## src/hdl/frh_pkg.sv

```systemverilog
// What this block does
// - after program setup the host writes reset twice in a row
// - after any other command a single reset write suffices
// - host always issues reset twice, needing no program-setup tracking
// - auto-select holds until another valid command such as reset
// - parallel erased memories are verified one by one
// - a verified memory gets a masking read command and stops erasing
// - after the program pulse time the host writes program verify
package frh_pkg;
    // ------------------------------------------------------------
    // command codes
    // ------------------------------------------------------------
    localparam logic [7:0] CMD_READ = 8'h00;
    localparam logic [7:0] CMD_SIG_A = 8'h80;
    localparam logic [7:0] CMD_SIG_B = 8'h90;
    localparam logic [7:0] CMD_PROG_SETUP = 8'h40;
    localparam logic [7:0] CMD_PROG_VERIFY = 8'hC0;
    localparam logic [7:0] CMD_RESET = 8'hFF;
    localparam logic [17:0] ADDR_MFR = 18'h0_0000;
    localparam logic [17:0] ADDR_DEV = 18'h0_0001;
    // ------------------------------------------------------------
    // timing, 100 MHz clock
    // ------------------------------------------------------------
    localparam int CLK_PERIOD_NS = 10;
    localparam int STROBE_NS = 50;
    localparam int PROG_PULSE_US = 10;
    localparam int RECOVERY_US = 6;
    localparam int STROBE_CYC = (STROBE_NS + CLK_PERIOD_NS - 1) / CLK_PERIOD_NS;
    localparam int PROG_PULSE_CYC = PROG_PULSE_US * 1000 / CLK_PERIOD_NS;
    localparam int RECOVERY_CYC = RECOVERY_US * 1000 / CLK_PERIOD_NS;
    localparam int CNT_W = 12;
    // ------------------------------------------------------------
    // user request and bus carrier
    // ------------------------------------------------------------
    typedef enum logic [2:0] {
        FRH_OP_READ = 3'b000,
        FRH_OP_RESET = 3'b001,
        FRH_OP_SIG = 3'b010,
        FRH_OP_PROGRAM = 3'b011,
        FRH_OP_MASK = 3'b100
    } frh_op_t;
    typedef struct packed {
        frh_op_t op;
        logic [17:0] addr;
        logic [7:0] data;
    } frh_req_t;
    typedef struct packed {
        logic ce_n;
        logic oe_n;
        logic we_n;
        logic [17:0] addr;
        logic [7:0] dq_out;
        logic dq_oe_n;
    } frh_bus_t;
endpackage

```

## src/hdl/frh_sync.sv

```systemverilog
`timescale 1ns/1ns
// two-stage synchroniser for the data pins coming back from the memory
module frh_sync #(
    parameter int W = 8
) (
    // clock and reset
    input wire logic clk,
    input wire logic nrst,
    // data
    input wire logic [W-1:0] d,
    output logic [W-1:0] q
);
    logic [W-1:0] meta;

    // first stage feeds only the second
    always_ff @(posedge clk or negedge nrst)
    begin
        if (!nrst)
        begin
            meta <= '0;
            q <= '0;
        end
        else
        begin
            meta <= d;
            q <= meta;
        end
    end
endmodule

```

## src/hdl/frh_host.sv

```systemverilog
`timescale 1ns/1ns
// host controller driving a byte-wide command-register flash over its pins
module frh_host (
    // clock and reset
    input wire logic clk,
    input wire logic nrst,
    // user request
    input wire logic req_valid,
    input wire frh_pkg::frh_req_t req,
    output logic req_ready,
    // user answer
    output logic rsp_valid,
    output logic [7:0] rsp_data,
    output logic rsp_fail,
    // memory pins
    output frh_pkg::frh_bus_t bus,
    input wire logic [7:0] dq_in,
    output logic address_line_nine_high,
    output logic vpp_high
);
    typedef enum logic [3:0] {
        FRH_IDLE = 4'b0000,
        FRH_WR_LO = 4'b0001,
        FRH_WR_HI = 4'b0010,
        FRH_RD_LO = 4'b0011,
        FRH_WAIT = 4'b0100,
        FRH_NEXT = 4'b0101,
        FRH_DONE = 4'b0110
    } frh_state_t;

    localparam int CNT_W_L = frh_pkg::CNT_W;
    frh_state_t state;
    frh_pkg::frh_req_t cur;
    logic [2:0] step;
    logic [CNT_W_L-1:0] cnt;
    logic [7:0] dq_sync;

    frh_sync #(.W(8)) u_sync (
        .clk(clk),
        .nrst(nrst),
        .d(dq_in),
        .q(dq_sync)
    );

    // ------------------------------------------------------------
    // sequence decoding
    // ------------------------------------------------------------
    // byte written at a given step; read steps ignore it
    function automatic logic [7:0] step_byte(input frh_pkg::frh_op_t op, input logic [2:0] s,
                                             input logic [7:0] d);
        step_byte = frh_pkg::CMD_READ;
        case (op)
            frh_pkg::FRH_OP_RESET:
                step_byte = frh_pkg::CMD_RESET;
            frh_pkg::FRH_OP_SIG:
                step_byte = frh_pkg::CMD_SIG_B;
            frh_pkg::FRH_OP_MASK:
                step_byte = frh_pkg::CMD_READ;
            frh_pkg::FRH_OP_PROGRAM:
                case (s)
                    3'd0: step_byte = frh_pkg::CMD_PROG_SETUP;
                    3'd1: step_byte = d;
                    3'd2: step_byte = frh_pkg::CMD_PROG_VERIFY;
                    default: step_byte = frh_pkg::CMD_RESET;
                endcase
            default: step_byte = frh_pkg::CMD_READ;
        endcase
    endfunction

    // does the step write (1) or read (0)
    function automatic logic step_is_write(input frh_pkg::frh_op_t op, input logic [2:0] s);
        case (op)
            frh_pkg::FRH_OP_READ: step_is_write = 1'b0;
            frh_pkg::FRH_OP_SIG: step_is_write = (s == 3'd0);
            frh_pkg::FRH_OP_PROGRAM: step_is_write = (s != 3'd3);
            default: step_is_write = 1'b1;
        endcase
    endfunction

    // number of the last step of each operation
    function automatic logic [2:0] last_step(input frh_pkg::frh_op_t op);
        case (op)
            frh_pkg::FRH_OP_RESET: last_step = 3'd1;
            frh_pkg::FRH_OP_SIG: last_step = 3'd1;
            frh_pkg::FRH_OP_PROGRAM: last_step = 3'd5;
            default: last_step = 3'd0;
        endcase
    endfunction

    // ------------------------------------------------------------
    // sequencer
    // ------------------------------------------------------------
    // the strobe is held low a full STROBE_CYC so address settles before
    // the falling edge and data before the rising edge
    always_ff @(posedge clk or negedge nrst)
    begin
        if (!nrst)
        begin
            state <= FRH_IDLE;
            cur <= '0;
            step <= 3'd0;
            cnt <= '0;
            req_ready <= 1'b0;
            rsp_valid <= 1'b0;
            rsp_data <= 8'h00;
            rsp_fail <= 1'b0;
            bus <= '{ce_n: 1'b1, oe_n: 1'b1, we_n: 1'b1, addr: '0,
                     dq_out: 8'h00, dq_oe_n: 1'b1};
            vpp_high <= 1'b0;
        end
        else
        begin
            rsp_valid <= 1'b0;
            req_ready <= 1'b0;
            case (state)
                FRH_IDLE:
                begin
                    bus.ce_n <= 1'b1;
                    bus.oe_n <= 1'b1;
                    bus.we_n <= 1'b1;
                    bus.dq_oe_n <= 1'b1;
                    if (req_valid && !req_ready)
                    begin
                        req_ready <= 1'b1;
                        cur <= req;
                        // address settles a cycle before either strobe falls
                        bus.addr <= req.addr;
                        step <= 3'd0;
                        rsp_fail <= 1'b0;
                        // supply raised only for program, low otherwise
                        vpp_high <= (req.op == frh_pkg::FRH_OP_PROGRAM);
                        state <= FRH_NEXT;
                    end
                end
                FRH_NEXT:
                begin
                    cnt <= CNT_W_L'(frh_pkg::STROBE_CYC);
                    bus.ce_n <= 1'b0;
                    if (step_is_write(cur.op, step))
                    begin
                        bus.we_n <= 1'b0;
                        bus.oe_n <= 1'b1;
                        bus.dq_out <= step_byte(cur.op, step, cur.data);
                        bus.dq_oe_n <= 1'b0;
                        state <= FRH_WR_LO;
                    end
                    else
                    begin
                        bus.oe_n <= 1'b0;
                        bus.we_n <= 1'b1;
                        bus.dq_oe_n <= 1'b1;
                        state <= FRH_RD_LO;
                    end
                end
                FRH_WR_LO:
                begin
                    cnt <= cnt - 1'b1;
                    if (cnt == '0)
                    begin
                        bus.we_n <= 1'b1;
                        state <= FRH_WR_HI;
                    end
                end
                FRH_WR_HI:
                begin
                    bus.ce_n <= 1'b1;
                    bus.dq_oe_n <= 1'b1;
                    // program pulse follows the program data write, recovery time the verify command
                    if (cur.op == frh_pkg::FRH_OP_PROGRAM && step == 3'd1)
                        cnt <= CNT_W_L'(frh_pkg::PROG_PULSE_CYC);
                    else if (cur.op == frh_pkg::FRH_OP_PROGRAM && step == 3'd2)
                        cnt <= CNT_W_L'(frh_pkg::RECOVERY_CYC);
                    else
                        cnt <= '0;
                    state <= FRH_WAIT;
                end
                FRH_RD_LO:
                begin
                    cnt <= cnt - 1'b1;
                    // synchroniser delay is covered by the long strobe
                    if (cnt == '0)
                    begin
                        rsp_data <= dq_sync;
                        bus.oe_n <= 1'b1;
                        bus.ce_n <= 1'b1;
                        // verify read: this memory judged on its own
                        if (cur.op == frh_pkg::FRH_OP_PROGRAM)
                            rsp_fail <= (dq_sync != cur.data);
                        cnt <= '0;
                        state <= FRH_WAIT;
                    end
                end
                FRH_WAIT:
                begin
                    cnt <= cnt - 1'b1;
                    if (cnt == '0)
                    begin
                        if (step == last_step(cur.op))
                            state <= FRH_DONE;
                        else
                        begin
                            step <= step + 3'd1;
                            state <= FRH_NEXT;
                        end
                    end
                end
                FRH_DONE:
                begin
                    rsp_valid <= 1'b1;
                    vpp_high <= 1'b0;
                    state <= FRH_IDLE;
                end
                default: state <= FRH_IDLE;
            endcase
        end
    end

    // in-system signature reads use the command, never the high voltage
    always_ff @(posedge clk or negedge nrst)
    begin
        if (!nrst)
            address_line_nine_high <= 1'b0;
        else
            address_line_nine_high <= 1'b0;
    end

    // ------------------------------------------------------------
    // checks
    // ------------------------------------------------------------
    property p_one_strobe;
        @(posedge clk) disable iff (!nrst) !(!bus.we_n && !bus.oe_n);
    endproperty
    a_one_strobe: assert property (p_one_strobe) else $error("we and oe both low");
    property p_drive_on_write;
        @(posedge clk) disable iff (!nrst) !bus.we_n |-> !bus.dq_oe_n && !bus.ce_n;
    endproperty
    a_drive_on_write: assert property (p_drive_on_write) else $error("write undriven");
    property p_vpp_low_no_prog;
        @(posedge clk) disable iff (!nrst)
            (!bus.we_n && bus.dq_out == frh_pkg::CMD_PROG_SETUP) |-> vpp_high;
    endproperty
    a_vpp_low_no_prog: assert property (p_vpp_low_no_prog)
        else $error("prog at low supply");
    property p_reset_twice;
        @(posedge clk) disable iff (!nrst)
            (state == FRH_WR_HI && cur.op == frh_pkg::FRH_OP_RESET && step == 3'd0)
            |-> ##[1:20] (state == FRH_WR_LO && bus.dq_out == frh_pkg::CMD_RESET);
    endproperty
    a_reset_twice: assert property (p_reset_twice) else $error("single reset");
    // covers the first strobe cycle too, so the address must settle before it
    property p_addr_stable;
        @(posedge clk) disable iff (!nrst)
            (state == FRH_WR_LO || state == FRH_RD_LO) |-> $stable(bus.addr);
    endproperty
    a_addr_stable: assert property (p_addr_stable) else $error("addr moved in strobe");
    property p_no_hv_addr;
        @(posedge clk) disable iff (!nrst) !address_line_nine_high;
    endproperty
    a_no_hv_addr: assert property (p_no_hv_addr) else $error("high voltage on address");
    property p_verify_after_pulse;
        @(posedge clk) disable iff (!nrst)
            (state == FRH_WR_HI && cur.op == frh_pkg::FRH_OP_PROGRAM && step == 3'd1)
            |=> (state == FRH_WAIT)[*8];
    endproperty
    a_verify_after_pulse: assert property (p_verify_after_pulse)
        else $error("pulse cut short");
    property p_mask_is_read_cmd;
        @(posedge clk) disable iff (!nrst)
            (state == FRH_WR_LO && cur.op == frh_pkg::FRH_OP_MASK)
            |-> bus.dq_out == frh_pkg::CMD_READ;
    endproperty
    a_mask_is_read_cmd: assert property (p_mask_is_read_cmd)
        else $error("bad mask code");
    c_program: cover property (@(posedge clk) state == FRH_DONE
                               && cur.op == frh_pkg::FRH_OP_PROGRAM);
    c_sig: cover property (@(posedge clk) state == FRH_DONE && cur.op == frh_pkg::FRH_OP_SIG);
    c_reset: cover property (@(posedge clk) state == FRH_DONE
                             && cur.op == frh_pkg::FRH_OP_RESET);
endmodule

```

## config.mk

```make
export PLATFORM = sky130hd
export DESIGN_NAME = frh_host
export DESIGN_NICKNAME = d
export VERILOG_FILES = /design/src/hdl/frh_pkg.sv /design/src/hdl/frh_sync.sv /design/src/hdl/frh_host.sv
export SDC_FILE = /design/constraint.sdc
export NUM_CORES = 1
export LEC_CHECK = 0
export ABC_CLOCK_PERIOD_IN_PS = 2100
export BUFFER_PORTS_ARGS = -buffer_cell sky130_fd_sc_hd__buf_2
export CAP_MARGIN = 10
export CORE_MARGIN = 2
export CORE_UTILIZATION = 55
export DETAILED_ROUTE_END_ITERATION = 7
export GPL_ROUTABILITY_DRIVEN = 0
export HOLD_SLACK_MARGIN = 0.1
export PLACE_DENSITY_LB_ADDON = 0.12
export SYNTH_ARGS = -nofsm -noshare
export SYNTH_HDL_FRONTEND = slang
export SYNTH_SLANG_ARGS = --single-unit
```

## constraint.sdc

```tcl
create_clock -name clk -period 2.1 [get_ports clk]
set_input_delay 0 -clock clk [delete_from_list [all_inputs] [get_ports clk]]
set_output_delay 0 -clock clk [all_outputs]
set_load 0.02 [all_outputs]
```

Yosys cells after proc, flatten, opt, wreduce, memory -nomap -nowiden
Cells that the tools add are included.
{"block": "classes", "mux": 39, "n_addsub": 2, "n_eq_ne": 21, "n_reduce_logical": 29}
{"op": "one-hot mux 12 bit (4 select lines)", "n": 1}
{"op": "one-hot mux 8 bit (3 select lines)", "n": 2}
{"op": "2-to-1 mux 12 bit", "n": 2}
{"op": "one-hot mux 4 bit (6 select lines)", "n": 1}
{"op": "2-to-1 mux 4 bit", "n": 4}
{"op": "2-to-1 mux 3 bit", "n": 5}
{"op": "AND reduction 2 bit", "n": 7}
{"op": "equality test 3 x 2 -> 1 bit (second input constant)", "n": 4}
{"op": "equality test 4 x 3 -> 1 bit (second input constant)", "n": 3}
{"op": "logical NOT 12 bit", "n": 1}
{"op": "inequality test 2 bit (second input constant)", "n": 6}
{"op": "one-hot mux 1 bit (3 select lines)", "n": 4}
{"op": "one-hot mux 3 bit (2 select lines)", "n": 2}
{"op": "AND reduction 4 bit", "n": 3}
{"op": "subtractor 12 x 1 -> 12 bit (second input constant)", "n": 1}
{"op": "2-to-1 mux 1 bit", "n": 10}
{"op": "2-to-1 mux 10 bit", "n": 1}
{"op": "nonzero test 3 bit", "n": 3}
{"op": "equality test 4 x 2 -> 1 bit (second input constant)", "n": 2}
{"op": "2-to-1 mux 2 bit", "n": 4}
{"op": "inequality test 8 bit", "n": 1}
{"op": "nonzero test 2 bit", "n": 4}
{"op": "equality test 3 x 1 -> 1 bit (second input constant)", "n": 2}
{"op": "logical NOT 3 bit", "n": 2}
{"op": "10 further kinds", "n": 16}
{"block": "totals", "inputBits": 40, "output_inout_bits": 43, "word_cells": 109, "register_bits": 88}

Depth between registers and ports, before layout
Gate-level depths: netlist of run 1.
{"block": "logic_depth", "ltp_word": 9, "ltp_mapped": 8}

By module
From an unflattened synthesis of run 1, not the netlist that was laid out.
{"block": "hier_totals", "cells_unflattened": 406, "area_unflattened_um2": 3963.8}
{"mod": "frh_host", "area_per_inst_um2": 3563.4, "seq_area_each_um2": 1781.7, "cells_per_inst": 390, "instances": 1}
{"mod": "frh_sync", "area_per_inst_um2": 400.4, "seq_area_each_um2": 400.4, "cells_per_inst": 16, "instances": 1}

Worst setup path before layout of run 1
No wires, ideal clock.
{"block": "synth_path", "path_type": "register -> register", "startpoint": "register cnt[0]", "endpoint": "register rsp_data[0]", "path_stages_with_launch": 7, "setup_ps": 128, "t_arrival_ps": 1780, "setup_slack_ps": 192, "synth_period_minus_slack_ps": 1908, "path_cell_list": "dfrtp_1 -> inv_1 -> ha_1 -> nor3b_2 -> nand4_2 -> nor2_4 -> mux2_1"}
{"block": "synth_between", "elab_chain_len": 2}
{"item": "start: declaration", "line_no": "frh_host.sv:35", "rtl": "logic [CNT_W_L-1:0] cnt;"}
{"item": "start signal: assignment", "line_no": "frh_host.sv:137", "rtl": "cnt <= CNT_W_L'(frh_pkg::STROBE_CYC);"}
{"item": "start signal: assignment", "line_no": "frh_host.sv:157", "rtl": "cnt <= cnt - 1'b1;"}
{"item": "start signal: assignment", "line_no": "frh_host.sv:170", "rtl": "cnt <= CNT_W_L'(frh_pkg::PROG_PULSE_CYC);"}
{"item": "logical NOT 12 bit", "line_no": "frh_host.sv:181", "rtl": "if (cnt == '0)"}
{"item": "AND reduction 2 bit (no source line)"}
{"item": "end signal: assignment", "line_no": "frh_host.sv:183", "rtl": "rsp_data <= dq_sync;"}
{"item": "end: declaration", "line_no": "frh_host.sv:13", "rtl": "output logic [7:0] rsp_data,"}
Every way passes these cells.
A chain may end at the register's enable or synchronous reset.

Final worst setup path of run 1
{"block": "layout_path", "startpoint": "register cnt[0]", "endpoint": "register rsp_data[1]"}
Same word-level chain as after synthesis.

==> flow_summary_export.csv, run 1 <==
group,metric,value,unit
route,ant_nets,0,
synth,syn_inst,434,
route,drtIter0Drc,289,
power,p_switching,0.000690,W
setup_path,regToRegStartpoint,"cnt[0]$_DFFE_PN0P_",
setup_path,r2r_end,"rsp_data[1]$_DFFE_PN0P_",
synth,synth-seq-cells,87,
power,cellPowerDensity,563,nW/um2
floorplanning,die_area,8290,um2
global_route,overflow,0,
synth,synthMostInstantiatedCell,"nand2_1",
power,pwr-share-seq,55.5,%
final_layout,final_area,5430,um2
floorplanning,initial_utilization,57.1,%
setup_path,crit_arrival,2190,ps
setup_path,crit_type,"reg -> reg",
floorplanning,rows,31,
setup_path,rrSetupSlack,160,ps
timing,hold_violations,0,
timing,fin_tns_setup,0,ps
timing,max_freq,514,MHz
route,vias,3730,
synth,synth_edf_count,0,
run,maxCapViolations,0,
timing,finalCriticalPeriod,1940,ps
route,viasPerCell,5.55,
clock_network,insertion_delay,360,ps
synth,netlist_top_cells_count,"nand2_1, dfrtp_1, a21oi_1",
placed_design,dp_hpwl,6870,um
floorplanning,die_w,91.0,um
timing,rsz0062_at_grt,"false",
global_route,antenna_found_initial,0,
final_layout,drive_above_1_share,24.4,%
final_layout,syn2layout_area_growth,30.3,%
synth,syn-num-nets,481,
power,switching_share,22.6,%
route,routed_wl,10400,um
clock_network,cts_made_buffers,9,
power,cell_internal_pwr,0.00237,W
global_route,grt_max_degree,49,
synth,yosys.area.top_type_share,49.8,%
timing,hold-worst-slack,148,ps
floorplanning,ioPinCount,83,
timing,finalCritPeriodShare,92.6,%
route,route.detailed.drc,0,
route,wl_per_cell,15.5,um
timing,worstMarginPinSlew,613,ps
synth,yosys-top-cells-area,"dfrtp_1, nand2_1, a21oi_1, dfstp_2, nor2_1",
timing,setup_viol,0,
synth,synthArstFlopShare,100,%
placed_design,dpl_cell_area,4790,um2
power,p_comb_share,4.6,%
power,clockPowerShare,39.8,%
synth,ys_types,69,
route,drt-pass1-iter-count,5,
synth,synth.avg_cell_area,9.60,um2
setup_path,rr_worst_depth,7,
clock_network,cts.sinks,87,
timing,maxSlewViolCount,0,
synth,synth_warnings,0,
synth,syn_area,4170,um2
clock_network,clockBufferDepth,2,
floorplanning,core_area,7290,um2
global_route,grt_pass1_vias,3706,
clock_network,ctsRootBufferMaster,"clkbuf_8",
clock_network,cts_tree,"yes",
global_route,grt_usage,26.3,%
placed_design,io_buffer_count,81,
timing,finalClockSkew,12.4,ps
setup_path,worstSetupStartpointType,"register",
synth,yosysTopAreaCell,"dfrtp_1",
clock_network,clkTransAtPathRegs,90,ps
synth,seq_area_frac_synth,52.4,%
placed_design,post-place-ws,14.3,ps
setup_path,crit_path_end_kind,"register",
final_layout,insertedDiodeCount,0,
clock_network,cts_max_level,3,
min_path,min_path_type,"in -> async",
global_route,grt_pass1_wl,17500,um
run_status,status,"completed",
setup_path,cp_max_fo,9,
power,p_leak,2.79,nW
final_layout,nNetsFinal,615,
timing,max_slew_margin,58.7,%
power,max-vdd-ir-drop,0.000443,V
floorplanning,die_h,91.0,um
final_layout,final_util,74.5,%
setup_path,required,2340,ps
timing,setup_slack,156,ps
synth,synth-main-ff-cell,"dfrtp_1",
==> critical path: stages, from the launching register on <==
cell	delay, ps
dfrtp_1	390
inv_1	120
ha_1	160
nor3b_4	270
nand4_2	230
nor2_4	180
buf_12	140
mux2_1	330
==> cells by family after synthesis <==
logic type	share of synthesized area, %
simple gates	21.3
compound gates	15.8
flops	52.4
buf+inv	3.51
xor+xnor	2.10
mux	2.43
fa+ha+maj	2.34
other cells	0.0900
==> worst max-delay path by stage <==
stage                        from                       to  slack, ps  cells after the start
2_1_floorplan  cnt[0]$_DFFE_PN0P_  rsp_data[0]$_DFFE_PN0P_        190                      6
3_3_place_gp   cnt[0]$_DFFE_PN0P_  rsp_data[7]$_DFFE_PN0P_        120                      6
3_5_place_dp   cnt[0]$_DFFE_PN0P_  rsp_data[6]$_DFFE_PN0P_         10                      6
4_1_cts        cnt[0]$_DFFE_PN0P_  rsp_data[6]$_DFFE_PN0P_         10                      6
5_1_grt        cnt[0]$_DFFE_PN0P_       cnt[3]$_DFFE_PN0P_         20                      7
6_report       cnt[0]$_DFFE_PN0P_  rsp_data[1]$_DFFE_PN0P_        160                      7
==> cell type report <==
class                           count  area [um2]
Fill cell                         541        1860
Tap cell                           99         124
Multi-Input combinational cell    314        1850
Clock buffer                       11         141
Clock inverter                      5        65.1
Inverter                           10        40.0
Sequential cell                    87        2180
Timing Repair Buffer              146        1030
==> placed cells by master (no fill, tap or decap), types with 4 or more instances in the layout <==
cell,n
buf_2,80
nor2b_1,5
nand2_1,104
ha_1,7
a21o_1,4
a21oi_1,31
o21ai_1,6
mux2_1,8
dlygate4sd3_1,39
nand3_1,8
buf_4,24
o21ai_0,14
dfrtp_1,82
inv_1,9
nor3_1,5
xor2_1,9
dfstp_2,4
clkbuf_8,10
nor2_1,28
nor4_1,4
o311ai_1,4
o31ai_1,5
==> metal layers <==
layer / up-vias / global-route usage (%) / wire length, um
met5: - / 0 / 0
met2: 154 / 41.9 / 5180
met1: 1771 / 36.2 / 4360
met3: 19 / 6.39 / 711
li1: 1786 / - / -
met4: 0 / 7.58 / 162
==> per-stage QoR <==
stage | std cells | power [W]
6_report | 672 | 0.00306
5_1_grt | 672 | 0.00317
4_1_cts | 670 | 0.00310
3_5_place_dp | 615 | 0.00182
3_3_place_gp | 615 | 0.00181
2_1_floorplan | 434 | 0.00174
==> flip-flops by register name, summed over array words and instances (netlist names), 3 cells and up <==
register / count
bus: 30
cnt: 12
cur: 11
rsp_data: 8
u_sync.meta: 8
u_sync.q: 8
state: 3
step: 3
==> power by group through the flow <==
stage	registers (W)	clock network (W)	logic [W]
4_1_cts	0.00170	0.00126	0.000142
3_3_place_gp	0.00173	0	0.0000847
5_1_grt	0.00170	0.00131	0.000158
6_report	0.00170	0.00122	0.000142
2_1_floorplan	0.00173	0	0.0000119
3_5_place_dp	0.00173	0	0.0000863
==> repair_timing <==
item | CTS | global route
cloned | 0 | 0
endpoints found under the setup margin | 1 | 21
buffers inserted | 0 | 2
pin swaps | 1 | 1
endpoints found under the hold margin | 126 | 0
hold buffers | 39 | 0
gates resized for setup | 0 | 5
Note: power is estimated with default switching activity, not from simulation.
==> run 2, diff against run 1 <==
ABC_AREA = 1   (was default)
CORE_UTILIZATION = 54   (was 55)
TNS_END_PERCENT = 5   (was default)
==> run 2 against run 1 <==
  * First-iteration DRC count shrank 28%
  * Sequential power grew 64%
  * Global-route usage shrank 0.95 points
  * Highest routed layer unchanged
  * Clock power is essentially flat
  * Via count shrank 9.3%
  * Register-to-register slack gained 99 ps
  * Sequential share of layout area grew 3.1 points
  * Clock skew grew 5.4 ps
  * Non-clock buffer count shrank 22
==> flow_summary_export.csv, run 2 <==
group,metric,value,unit
synth,yosys.area.top_type_share,53.0,%
global_route,antenna_found_initial,0,
final_layout,drive_above_1_share,22.3,%
synth,yosys-top-cells-area,"dfrtp_1, nand2_1, inv_1, nor2_1, dfstp_2",
timing,finalClockSkew,17.8,ps
final_layout,layout_commonest_cell,"nand2_1",
route,drt-pass1-iter-count,4,
synth,synthMostInstantiatedCell,"nand2_1",
clock_network,post_cts_buffers,0,
clock_network,postCtsHoldBufs,38,
floorplanning,ioPinCount,83,
timing,maxSlewViolCount,0,
synth,netlist_top_cells_count,"nand2_1, dfrtp_1, inv_1",
floorplanning,initial_utilization,54.9,%
clock_network,cts_tree,"yes",
clock_network,ctsRootBufferMaster,"clkbuf_8",
synth,synth-main-ff-cell,"dfrtp_1",
synth,synthArstFlopShare,100,%
route,route.detailed.drc,0,
route,routed_wl,9340,um
synth,syn_area,3920,um2
route,top_layer,"met4",
timing,rsz0062_at_grt,"false",
route,viasPerCell,4.95,
final_layout,final_cells,683,
final_layout,fill_cells,570,
final_layout,registers.top_by_ff_count,"bus",
clock_network,cts.sinks,87,
timing,setup_slack,255,ps
synth,synth.avg_cell_area,8.66,um2
final_layout,largest_register_ff_count,30,
power,cellPowerDensity,1460,nW/um2
synth,seq_area_frac_synth,55.6,%
setup_path,cp_max_fo,12,
final_layout,reg_top3,"bus: 30 flops, cnt: 12 flops, cur: 11 flops",
synth,syn-num-nets,500,
route,vias,3384,
floorplanning,die_h,89.2,um
timing,hold_violations,0,
route,met3WireLength,531,um
clock_network,clkTransAtPathRegs,100,ps
setup_path,crit_arrival,2140,ps
timing,setup_viol,0,
timing,worstMarginPinSlew,558,ps
final_layout,insertedDiodeCount,0,
global_route,grt_pass1_wl,15300,um
timing,finalCriticalPeriod,1840,ps
placed_design,io_buffer_count,81,
timing,max_slew_margin,62.8,%
setup_path,worstSetupStartpointType,"register",
run_status,status,"completed",
synth,synth_edf_count,0,
final_layout,syn2layout_area_growth,28.4,%
placed_design,post-place-ws,284,ps
synth,yosysTopAreaCell,"dfrtp_1",
synth,syn_inst,453,
min_path,min_path_type,"in -> async",
timing,max_freq,542,MHz
power,p_leak,2.67,nW
setup_path,crit_type,"reg -> reg",
power,max-vdd-ir-drop,0.000834,V
placed_design,dp_hpwl,6240,um
clock_network,clockBufferDepth,2,
placed_design,dp_cells,629,
floorplanning,die_w,89.2,um
floorplanning,rows,31,
clock_network,ctsResizeCount,0,
route,drtIter0Drc,207,
floorplanning,core_area,7140,um2
global_route,grt_pass1_vias,3253,
route,wl_met2,4690,um
global_route,grt_max_degree,47,
synth,synth-seq-cells,87,
route,ant_nets,0,
setup_path,required,2400,ps
route,wl_per_cell,13.7,um
timing,fin_tns_setup,0,ps
clock_network,cts_made_buffers,9,
clock_network,insertion_delay,370,ps
clock_network,cts_max_level,3,
route,wl_met1,3990,um
final_layout,final_cell_mix,"nand2_1, dfrtp_1, buf_2",
floorplanning,die_area,7960,um2
final_layout,nNetsFinal,626,
synth,synth_warnings,0,
setup_path,crit_path_end_kind,"register",
timing,finalCritPeriodShare,87.9,%
synth,ys_types,30,
run,maxCapViolations,0,
global_route,grt_usage,25.4,%
global_route,overflow,0,
==> run 2: through the flow <==
stage	area [um2]	utilization, %	total power [W]	hold WS (ps)
final	5030	70.5	0.00734	156
after global routing	5030	70.5	0.00792	214
after CTS	5030	70.5	0.00737	171
after detailed placement	4440	62.2	0.00604	26.6
after global placement	4440	62.2	0.00592	24.5
after floorplan	3920	-	0.00508	-296
==> run 2: metal layers <==
layer,track usage (%),up-vias
met4,8.01,0
li1,-,1669
met3,7.11,11
met1,32.0,1595
met5,0,-
met2,42.6,109
==> run 2: kinds of logic after synthesis <==
| group | count (synthesis) | synth area share, % |
|---|---|---|
| AO/OA/AOI/OAI | 43 | 6.61 |
| XOR/XNOR | 16 | 3.57 |
| other | 1 | 0.0956 |
| buffers and inverters | 52 | 5.90 |
| adder cells (fa/ha/maj) | 7 | 2.23 |
| AND/OR/NAND/NOR | 247 | 25.9 |
| flip-flops | 87 | 55.6 |
==> run 2: critical path, stage by stage (launching register included) <==
cell and delay (ps):
dfrtp_1 420, inv_2 130, nand2_1 120, nor2_2 270, nand2_1 380, inv_1 320, nand2_1 80, nand2_1 70
==> run 2: worst paths after layout <==
check / from / to / slack, ps / cells past startpoint
worst max-delay path: state[2]$_DFFE_PN0P_ / rsp_data[4]$_DFFE_PN0P_ / 260 / 7
worst min-delay path: nrst / cnt[7]$_DFFE_PN0P_ / 160 / 2
worst max register to register: state[2]$_DFFE_PN0P_ / rsp_data[4]$_DFFE_PN0P_ / 260 / 7
worst min register to register: u_sync.meta[2]$_DFF_PN0_ / u_sync.q[2]$_DFF_PN0_ / 360 / 0
max in group asynchronous: nrst / bus[0]$_DFFE_PN1P_ / 1260 / 3
min in group clk: req_valid / rsp_fail$_DFFE_PN0P_ / 210 / 8
==> run 2: final cells by class <==
type	instances	area [um2]	share of cell area, %
Clock buffer	11	151	3.01
Clock inverter	5	63.8	1.27
Inverter	43	166	3.31
Multi-Input combinational cell	314	1510	30.0
Sequential cell	87	2180	43.4
Tap cell	99	124	2.46
Timing Repair Buffer	124	838	16.7
==> run 2: report_power, final <==
part | internal, W | total, W | switching (W)
clock network | 0.000623 | 0.00125 | 0.000631
logic | 0.00116 | 0.00331 | 0.00215
registers | 0.00231 | 0.00278 | 0.000465
total | 0.00409 | 0.00734 | 0.00325
